### src/hw/cache_line_pkg.sv
// Constants, field layout and carrier types for the cache line direct access block
package cache_line_pkg;

  // Geometry
  localparam int LINE_COUNT = 16;
  localparam int IDX_W      = 4;
  localparam int TAG_W      = 20;
  localparam int MASK_W     = 11;
  localparam int WORDS      = 4;
  localparam int ADDR_W     = 16;

  // Register byte offsets
  localparam logic [ADDR_W-1:0] OFF_ACCESS    = 16'h4010;
  localparam logic [ADDR_W-1:0] OFF_TAG       = 16'h4020;
  localparam logic [ADDR_W-1:0] OFF_MASK      = 16'h4030;
  localparam logic [ADDR_W-1:0] OFF_WORD0     = 16'h4040;
  localparam logic [ADDR_W-1:0] OFF_WORD_STEP = 16'h0010;

  // Access register fields
  localparam int ACC_PERMIT_BIT = 31;
  localparam int ACC_IDX_LSB    = 0;

  // Tag register fields
  localparam int TAG_REGION_BIT = 31;
  localparam int TAG_ADDR_LSB   = 4;
  localparam int TAG_VALID_BIT  = 3;
  localparam int TAG_LOCK_BIT   = 2;
  localparam int TAG_KIND_BIT   = 1;

  // Mask register field and the only lines that may hold a mask
  localparam int               MASK_LSB    = 5;
  localparam logic [IDX_W-1:0] MASK_LINE_A = 4'hA;
  localparam logic [IDX_W-1:0] MASK_LINE_B = 4'hB;

  // Reset values
  localparam logic              PERMIT_RESET = 1'b0;
  localparam logic [IDX_W-1:0]  IDX_RESET    = 4'h0;
  localparam logic              REGION_RESET = 1'b0;
  localparam logic              VALID_RESET  = 1'b0;
  localparam logic              LOCK_RESET   = 1'b0;
  localparam logic              KIND_RESET   = 1'b1;
  localparam logic [MASK_W-1:0] MASK_RESET   = 11'h000;

  // Memory regions; tag bits sit at address bits 23:4, region in 31:24
  localparam logic [31:0] REGION_FLASH_BASE = 32'h1D000000;
  localparam logic [31:0] REGION_BOOT_BASE  = 32'h1FC00000;
  localparam int          REGION_LSB        = 24;
  localparam int          LINE_ADDR_LSB     = 4;

  // One line's tag state
  typedef struct packed {
    logic             region;
    logic [TAG_W-1:0] addr;
    logic             valid;
    logic             lock;
    logic             kind;
  } line_tag_t;

  // Fetch presented for hit detection
  typedef struct packed {
    logic        valid;
    logic        isInstr;
    logic [31:0] addr;
  } fetch_req_t;

  // Registered lookup answer
  typedef struct packed {
    logic             hit;
    logic [IDX_W-1:0] line;
  } lookup_t;

endpackage

### src/hw/cache_line_direct_access.sv
// Direct software access to prefetch cache lines, with hit detection and victim choice
//
// The implementer's own choices: the register offsets and the strobed register port.
`timescale 1ns/1ps
`default_nettype none

module cache_line_direct_access (
  input  wire logic                                    clk,         // System clock, 10 MHz
  input  wire logic                                    reset,       // Synchronous reset, active high
  input  wire logic [cache_line_pkg::ADDR_W-1:0]       regAddr,     // Register byte address
  input  wire logic [31:0]                             regWrData,   // Register write data
  input  wire logic                                    regWrite,    // Write strobe
  input  wire logic                                    regRead,     // Read strobe
  output logic      [31:0]                             regRdData,   // Read data, cycle after strobe
  input  wire logic                                    codeProtect, // Hides cached words from reads
  input  wire cache_line_pkg::fetch_req_t              fetchReq,    // Fetch for hit detection
  output cache_line_pkg::lookup_t                      lookup,      // Hit answer, one cycle later
  input  wire logic                                    refillDone,  // Pulse: victim line was refilled
  output logic      [cache_line_pkg::IDX_W-1:0]        victimLine,  // Next line to replace
  output logic                                         victimValid  // High when an unlocked line exists
);

  localparam int LC = cache_line_pkg::LINE_COUNT;
  localparam int NW = cache_line_pkg::WORDS;

  // Access register state
  logic                              permit_r;
  logic                              permit_nxt;
  logic [cache_line_pkg::IDX_W-1:0]  index_r;
  logic [cache_line_pkg::IDX_W-1:0]  index_nxt;

  // Per-line storage
  cache_line_pkg::line_tag_t         tagArr_r   [LC];
  cache_line_pkg::line_tag_t         tagArr_nxt [LC];
  logic [cache_line_pkg::MASK_W-1:0] maskArr_r  [LC];
  logic [cache_line_pkg::MASK_W-1:0] maskArr_nxt[LC];
  logic [31:0]                       wordArr_r  [LC][NW];
  logic [31:0]                       wordArr_nxt[LC][NW];

  // Read path, lookup and victim state
  logic [31:0]                       rdData_r;
  logic [31:0]                       rdData_nxt;
  cache_line_pkg::lookup_t           lookup_r;
  cache_line_pkg::lookup_t           lookup_nxt;
  logic [cache_line_pkg::IDX_W-1:0]  victimPtr_r;
  logic [cache_line_pkg::IDX_W-1:0]  victimPtr_nxt;
  logic [cache_line_pkg::IDX_W-1:0]  victimSel;
  logic                              victimAny;

  // Decoded register selects, shared by the write and read paths, and the mask line check used by writes only
  logic                              selAccess;
  logic                              selTag;
  logic                              selMask;
  logic                              maskLine;

  // Byte address of cached word w
  function automatic logic [cache_line_pkg::ADDR_W-1:0] wordOffset(input int w);
    logic [cache_line_pkg::ADDR_W-1:0] step;
    step = cache_line_pkg::OFF_WORD_STEP * cache_line_pkg::ADDR_W'(w);
    return cache_line_pkg::OFF_WORD0 + step;
  endfunction

  // Pack a tag entry into its register image, unimplemented bits zero
  function automatic logic [31:0] tagImage(input cache_line_pkg::line_tag_t t);
    logic [31:0] img;
    img = 32'h00000000;
    img[cache_line_pkg::TAG_REGION_BIT] = t.region;
    img[cache_line_pkg::TAG_ADDR_LSB +: cache_line_pkg::TAG_W] = t.addr;
    img[cache_line_pkg::TAG_VALID_BIT] = t.valid;
    img[cache_line_pkg::TAG_LOCK_BIT] = t.lock;
    img[cache_line_pkg::TAG_KIND_BIT] = t.kind;
    return img;
  endfunction

  // Does one line hit the fetch; the tag is compared untranslated
  function automatic logic lineHit(input cache_line_pkg::line_tag_t t,
                                   input logic [cache_line_pkg::MASK_W-1:0] m,
                                   input cache_line_pkg::fetch_req_t f);
    logic [cache_line_pkg::TAG_W-1:0] addrTag;
    logic [cache_line_pkg::TAG_W-1:0] force1;
    logic [7:0]                       base;
    addrTag = f.addr[cache_line_pkg::LINE_ADDR_LSB +: cache_line_pkg::TAG_W];
    force1 = {{(cache_line_pkg::TAG_W - cache_line_pkg::MASK_W){1'b0}}, m};
    base = t.region ? cache_line_pkg::REGION_FLASH_BASE[cache_line_pkg::REGION_LSB +: 8]
                    : cache_line_pkg::REGION_BOOT_BASE[cache_line_pkg::REGION_LSB +: 8];
    return t.valid
        && (t.kind == f.isInstr)
        && (f.addr[cache_line_pkg::REGION_LSB +: 8] == base)
        && (((addrTag ^ t.addr) & ~force1) == '0);
  endfunction

  // One decode feeds both paths, so a map change cannot split them apart
  always_comb
  begin
    selAccess = (regAddr == cache_line_pkg::OFF_ACCESS);
    selTag    = (regAddr == cache_line_pkg::OFF_TAG);
    selMask   = (regAddr == cache_line_pkg::OFF_MASK);
    // Only two lines have writable mask storage; the rest keep masking off
    maskLine  = (index_r == cache_line_pkg::MASK_LINE_A) || (index_r == cache_line_pkg::MASK_LINE_B);
  end

  // Register writes; the index register is always writable, line state only under permit
  always_comb
  begin
    permit_nxt  = permit_r;
    index_nxt   = index_r;
    tagArr_nxt  = tagArr_r;
    maskArr_nxt = maskArr_r;
    wordArr_nxt = wordArr_r;
    if (regWrite)
    begin
      if (selAccess)
      begin
        permit_nxt = regWrData[cache_line_pkg::ACC_PERMIT_BIT];
        index_nxt  = regWrData[cache_line_pkg::ACC_IDX_LSB +: cache_line_pkg::IDX_W];
      end
      if (permit_r)
      begin
        if (selTag)
        begin
          tagArr_nxt[index_r].region = regWrData[cache_line_pkg::TAG_REGION_BIT];
          tagArr_nxt[index_r].addr   = regWrData[cache_line_pkg::TAG_ADDR_LSB +: cache_line_pkg::TAG_W];
          tagArr_nxt[index_r].valid  = regWrData[cache_line_pkg::TAG_VALID_BIT];
          tagArr_nxt[index_r].lock   = regWrData[cache_line_pkg::TAG_LOCK_BIT];
          tagArr_nxt[index_r].kind   = regWrData[cache_line_pkg::TAG_KIND_BIT];
        end
        // Other lines have no mask storage that software can reach
        if (selMask && maskLine)
        begin
          maskArr_nxt[index_r] = regWrData[cache_line_pkg::MASK_LSB +: cache_line_pkg::MASK_W];
        end
        for (int w = 0; w < NW; w++)
        begin
          if (regAddr == wordOffset(w))
          begin
            wordArr_nxt[index_r][w] = regWrData;
          end
        end
      end
    end
  end

  // Read mux; data appears only in the cycle after the strobe, unmapped reads give zero
  always_comb
  begin
    rdData_nxt = 32'h00000000;
    if (regRead)
    begin
      if (selAccess)
      begin
        rdData_nxt[cache_line_pkg::ACC_PERMIT_BIT] = permit_r;
        rdData_nxt[cache_line_pkg::ACC_IDX_LSB +: cache_line_pkg::IDX_W] = index_r;
      end
      if (selTag)
      begin
        rdData_nxt = tagImage(tagArr_r[index_r]);
      end
      if (selMask)
      begin
        rdData_nxt[cache_line_pkg::MASK_LSB +: cache_line_pkg::MASK_W] = maskArr_r[index_r];
      end
      // Protection hides the cached program image, not the tags
      for (int w = 0; w < NW; w++)
      begin
        if (regAddr == wordOffset(w) && !codeProtect)
        begin
          rdData_nxt = wordArr_r[index_r][w];
        end
      end
    end
  end

  // Hit detection; the lowest matching line wins if software left duplicates
  always_comb
  begin
    lookup_nxt = '0;
    for (int i = LC - 1; i >= 0; i--)
    begin
      if (fetchReq.valid && lineHit(tagArr_r[i], maskArr_r[i], fetchReq))
      begin
        lookup_nxt.hit  = 1'b1;
        lookup_nxt.line = cache_line_pkg::IDX_W'(i);
      end
    end
  end

  // Round-robin victim search starting at the pointer, skipping locked lines
  always_comb
  begin
    logic [cache_line_pkg::IDX_W-1:0] cand;
    cand          = '0;
    victimSel     = victimPtr_r;
    victimAny     = 1'b0;
    victimPtr_nxt = victimPtr_r;
    for (int j = LC - 1; j >= 0; j--)
    begin
      cand = victimPtr_r + cache_line_pkg::IDX_W'(j);
      if (!tagArr_r[cand].lock)
      begin
        victimSel = cand;
        victimAny = 1'b1;
      end
    end
    if (refillDone && victimAny)
    begin
      victimPtr_nxt = victimSel + 4'h1;
    end
  end

  // Access register; cleared so that no line is writable until software asks
  always_ff @(posedge clk)
  begin
    if (reset)
    begin
      permit_r <= cache_line_pkg::PERMIT_RESET;
      index_r  <= cache_line_pkg::IDX_RESET;
    end
    else
    begin
      permit_r <= permit_nxt;
      index_r  <= index_nxt;
    end
  end

  // Tag flags and masks take reset values; the tag address is left undefined
  always_ff @(posedge clk)
  begin
    if (reset)
    begin
      for (int i = 0; i < LC; i++)
      begin
        tagArr_r[i].region <= cache_line_pkg::REGION_RESET;
        tagArr_r[i].valid  <= cache_line_pkg::VALID_RESET;
        tagArr_r[i].lock   <= cache_line_pkg::LOCK_RESET;
        tagArr_r[i].kind   <= cache_line_pkg::KIND_RESET;
        maskArr_r[i]       <= cache_line_pkg::MASK_RESET;
      end
    end
    else
    begin
      tagArr_r  <= tagArr_nxt;
      maskArr_r <= maskArr_nxt;
    end
  end

  // Read data lasts one cycle, then falls back to zero
  always_ff @(posedge clk)
  begin
    if (reset)
    begin
      rdData_r <= 32'h00000000;
    end
    else
    begin
      rdData_r <= rdData_nxt;
    end
  end

  // Lookup answer; a stale hit must not survive reset
  always_ff @(posedge clk)
  begin
    if (reset)
    begin
      lookup_r <= '0;
    end
    else
    begin
      lookup_r <= lookup_nxt;
    end
  end

  // Round-robin pointer; starts at line zero
  always_ff @(posedge clk)
  begin
    if (reset)
    begin
      victimPtr_r <= 4'h0;
    end
    else
    begin
      victimPtr_r <= victimPtr_nxt;
    end
  end

  // Data words have no reset; a reset cycle must not look like a write
  always_ff @(posedge clk)
  begin
    if (!reset)
    begin
      wordArr_r <= wordArr_nxt;
    end
  end

  // Outputs
  assign regRdData   = rdData_r;
  assign lookup      = lookup_r;
  assign victimLine  = victimSel;
  assign victimValid = victimAny;

endmodule

`default_nettype wire

### config.mk
export PLATFORM = sky130hd
export DESIGN_NAME = cache_line_direct_access
export DESIGN_NICKNAME = d
export VERILOG_FILES = /design/src/hw/cache_line_pkg.sv /design/src/hw/cache_line_direct_access.sv
export SDC_FILE = /design/constraint.sdc
export NUM_CORES = 2
export LEC_CHECK = 0
export BUFFER_PORTS_ARGS = -buffer_cell sky130_fd_sc_hd__buf_2
export CAP_MARGIN = 20
export CORE_ASPECT_RATIO = 0.7
export CORE_MARGIN = 3
export CORE_UTILIZATION = 40
export CTS_BUF_LIST = sky130_fd_sc_hd__clkbuf_8
export DETAILED_ROUTE_END_ITERATION = 6
export PLACE_DENSITY = 0.67
export SLEW_MARGIN = 5
export SYNTH_ARGS = -nofsm -noshare
export SYNTH_HDL_FRONTEND = slang
export SYNTH_SLANG_ARGS = --single-unit
### constraint.sdc
create_clock -name clk -period 4.8 [get_ports clk]
set_input_delay 0.48 -clock clk [delete_from_list [all_inputs] [get_ports clk]]
set_output_delay 0.48 -clock clk [all_outputs]
set_load 0.01 [all_outputs]
After elaboration in Yosys (flattened, before gate mapping):

Index checks and enable logic that the tools add are counted.

* register bits after elaboration: 2654
* output and inout bits: 42
* word-level logic and storage cells: 579

* add/subtract/negate cells: 16
* $lt $le $gt $ge: 18
* equality and inequality tests: 41
* muxes and demuxes: 169
* bitwise logic cells: 67
* reduce and logical (&&, ||, !) cells: 99

Operator list (count)
* 2-to-1 mux 2048 bit: 10
* bitwise mux 2048 bit: 4
* demux 128 bit (select 4 bit): 4
* bitwise mux 384 bit: 5
* binary-select mux 24 bit (select 4 bit): 17
* binary-select mux 128 bit (select 4 bit): 1
* demux 24 bit (select 4 bit): 5
* 2-to-1 mux 128 bit: 3
* AND 20 bit: 16
* logical NOT 20 bit: 16
* inverter 11 -> 20 bit: 16
* XOR 20 bit: 16
* 2-to-1 mux 32 bit: 6
* bitwise mux 176 bit: 1
* == test 8 x 5 -> 1 bit: 16
* == test 16 x 15 -> 1 bit, second input constant: 7
* 2-to-1 mux 2 bit: 49
* 2-to-1 mux 96 bit: 1
* >= comparator 5 bit, second input constant: 17
* inverter 4 -> 5 bit: 17
* 2-to-1 mux 5 bit: 16
* 2-to-1 mux 24 bit: 3
* logical AND 1 bit: 71
* 2-to-1 mux 4 bit: 17
* other kinds (24): 76

Depth between registers and ports, before layout:

* depth in word-level cells: 22
* depth in mapped cells: 19
* depth with buffers taken out: 14

Least setup slack after synthesis:

No wires, ideal clock.

* path type: register -> register
* from: register, netlist name index_r[0]
* to: register wordArr_r[0] (netlist name), enable pin
* setup time: 0.461 ns
* data arrival time: 4.230 ns
* required time: 4.339 ns
* slack: 0.110 ns
* cell stages (with the launch flop): 7
* clock period less this slack: 4.690 ns
* path through: dfxtp_1 clkbuf_1 clkbuf_1 buf_1 clkbuf_1 nand4_1 nor3_1

RTL lines
* end signal: assignment: line cache_line_direct_access.sv:290 `wordArr_r <= wordArr_nxt;`
* end: declaration: line cache_line_direct_access.sv:37 `logic [31:0] wordArr_r [LC][NW];`

Worst setup path after layout:

* from: register victimPtr_r[1] (netlist name)
* to: output victimLine[3] (netlist name)

* longest elaborated chain between the ends: 21
* elaborated cells between the ends (all ways): 95

RTL lines
* start: declaration: line cache_line_direct_access.sv:45 `logic [cache_line_pkg::IDX_W-1:0] victimPtr_r;`
* start signal: assignment: line cache_line_direct_access.sv:281 `victimPtr_r <= victimPtr_nxt;`
* adder 4 bit: line cache_line_direct_access.sv:197 `cand = victimPtr_r + cache_line_pkg::IDX_W'(j);`
* inverter 4 -> 5 bit (implied by the code): line cache_line_direct_access.sv:198 `if (!tagArr_r[cand].lock)`
* binary-select mux 24 bit (select 4 bit): line cache_line_direct_access.sv:198
* 2-to-1 mux 2 bit (implied by the code) (2 in a row): line cache_line_direct_access.sv:198
* 2-to-1 mux 4 bit (15 in a row): line cache_line_direct_access.sv:198
* 2-to-1 mux 4 bit *: line cache_line_direct_access.sv:198
* end: declaration: line cache_line_direct_access.sv:19 `output logic [cache_line_pkg::IDX_W-1:0] victimLine,`

Every way passes the cells marked *; elsewhere a longest branch is shown, timed or not. The select of a mux whose other input is x is not followed.

==> impl_metrics.toml <==
[synthesis]
postSynthRegisterBits = 2654
syn-num-nets = 6118
synth_cells = 6022
yosys_warnings = 0
synth_ff_type = "edfxtp_1"
synth.top_cell.area_share = 0.641
ys_types = 86
synth_async_sr_flop_share = 0
synth_area_leader_cell = "edfxtp_1"
synthMostInstantiatedCell = "edfxtp_1"
seq_area_frac_synth = 0.693
synth_area_per_cell_sq_um = 18.4
ys_top_cells_by_count = "edfxtp_1 (2368), mux4_2 (836), and2_1 (516)"
synth_area_sq_um = 111000
synth.area.top_cells = "edfxtp_1 (64%), mux4_2 (17%), dfxtp_1 (5.2%)"
synth-edff-count = 2368

[power_and_ir_drop]
p_seq_frac = 0.579
power_switching_mw = 9.62
ir_drop_mv = 0.312
p_per_area_nw_per_um2 = 346
power_switching_share = 0.222
pwr-share-clk = 0.391
total_power_mw = 43.3
combPwrFrac = 0.030
p_leak_nw = 38.7
p_int_mw = 33.6

[layout]
multiInputGateArea_sq_um = 33200
nets = 6506
final-seq-area_sq_um = 76900
drive_gt1_frac = 0.282
fin_cells = 10400
syn2layout_area_growth_pct = 12.7
fillers = 23200

[clock_tree]
cts_tree = "built"
htreeDepth = 5
clk_latency_ps = 1020
cts.reportedPaths.clkPinSlew_ps = 60
clock-sinks = 2654
clockRootBuffer = "clkbuf_8"
clk_path_buf_depth = 4
cts_buffers = 389

[sta]
slew_viol_final = 0
rsz0062_at_grt = "true"
whs_ps = 71.8
relSlewSlack = 0.212
finalHoldViolations = 0
fmax_mhz = 213
tns_ps = 0
min_period_ps = 4700
fin_crit_sh = 0.979
worst_slew_pin_slew_ps = 1180
finalClockSkew_ps = 65.1
setup_viol = 0

[drt]
routed_wl_um = 319000
drc = 0
vias = 61000
antenna_left = 0
dr.pass1.iters = 6
post_drt_wl_per_cell_um = 30.7
top_layer = "met5"
wl_met1_um = 132000
route.met3.wl_um = 41000
wl_met2_um = 137000
drt-vias-per-instance = 5.87
first_iter_violations = 9338

[setup_path]
crit_path_start_kind = "flip-flop"
timing.critical_path.cells = "clkinvlp_4 -> ha_4 -> mux2_4 -> mux4_2 -> a21oi_2 -> nor2_1 -> a31oi_1 -> a221oi_2 -> o31a_1 -> o211ai_1 -> a21oi_1 -> o21a_2 -> buf_6"
crit_path_max_fanout = 7
crit_type = "flip-flop to output pin"
worst_path_max_delay_cell = "mux4_2"
worst_ep_arrival_time_ps = 4220
cp-end-kind = "output pin"
max_stage_delay_ps = 530
crit_required_ps = 4320

[floorplan]
fp.dieW_um = 635
dieArea_sq_um = 284000
core.rowCount = 161
start_util = 0.403
ios = 130
core_sq_um = 275000
die_h_um = 447

[global_routing]
grt_max_degree = 184
grt_pass1_wl_um = 452000
antenna_found_initial = 35
track_usage = 0.222
grt_pass1_vias = 60100
grt_overflow = 0

[place]
dp_cells = 9658
dpl.hpwl_um = 194000
place.gp.congestion = 0.912
port_buffers = 125

[outcome]
run_status = "finished clean"

[worst_hold_path]
hold_path.class = "primary input to flip-flop"

[run]
cap_violations = 0
## state kept, by name, summed over array words and instances (netlist names)
| signal | count |
|---|---|
| permit_r | 1 |
| tagArr_r | 384 |
| regRdData | 32 |
| wordArr_r | 2048 |
| lookup | 5 |
| index_r | 4 |
| victimPtr_r | 4 |
| maskArr_r | 176 |
## layout by cell type (no fill, tap or decap), types with 20 or more instances in the layout
cell type,count
nor2_2,20
clkinv_1,81
nor2_4,54
and3_1,24
nor3_1,33
edfxtp_1,2368
nor3_2,35
mux2i_1,41
a31oi_1,35
nand4_1,63
clkbuf_8,418
clkinv_2,25
o22ai_1,86
a21oi_1,118
nor2b_1,204
inv_1,158
nand3_1,24
xnor2_1,342
mux4_2,836
o21ai_0,64
nor2_1,113
dfxtp_1,279
buf_2,118
and2_1,516
buf_4,242
nand2b_1,20
nand2_1,119
buf_12,35
## power groups by stage
stage	clock, mW	sequential (mW)	combinational, mW
floorplan	0	25.5	0.586
global placement	0	25.5	1.15
detailed placement	0	25.5	1.17
CTS	17.2	25.0	1.22
global route	18.3	25.0	1.36
finish	16.9	25.0	1.28
## per-stage QoR
step | setup WS [ps] | util | cell area [sq um]
floorplan | 110 | - | 111000
global placement | 494 | 0.427 | 117000
detailed placement | 516 | 0.427 | 118000
CTS | -11.7 | 0.453 | 125000
global route | -70.5 | 0.454 | 125000
finish | 100 | 0.454 | 125000
## final timing paths
check,from,to,slack [ps],cells past startpoint
worst min register to register,maskArr_r[111],maskArr_r[111],480,1
worst max register to register,index_r[0],wordArr_r[269],920,5
worst max-delay path,victimPtr_r[1],victimLine[3],100,13
worst min-delay path,codeProtect,regRdData[24],70,4
## repair_timing
item                                    4_1_cts  5_1_grt
buffers inserted                              7        7
pin swaps                                     6        9
endpoints found under the setup margin        5        5
gates resized for setup                      24       29
hold buffers                                  8        1
endpoints found under the hold margin        97        8
## layer usage
metal / GRT usage / up-vias
li1: - / 24700
met1: 0.328 / 31900
met3: 0.0651 / 550
met5: 0 / -
met2: 0.316 / 3796
met4: 0.0661 / 2
## kinds of logic after synthesis
group           after synthesis  synth area share
simple gates               1268            0.0639
fa+ha+maj                     8          0.000902
buf+inv                     434            0.0154
flops                      2654             0.693
mux                         896             0.175
xor+xnor                    367            0.0294
compound gates              395            0.0223
## worst max-delay path: cells and delay by family (launching register included)
family          cells  cell delay (ps)
compound gates      7             1290
mux                 2              850
fa+ha+maj           1              380
flops               1              370
buf+inv             2              280
simple gates        1               50
## area by class of cell
class	count	share of cell area
clock inverters	274	0.0102
flip-flops and latches	2654	0.615
repair buffers	411	0.0262
inverters	20	0.000661
diodes	8	0.000160
clock buffers	418	0.0460
multi-input cells	2934	0.265
well taps	3667	0.0367
(Power assumes the default switching activity.)
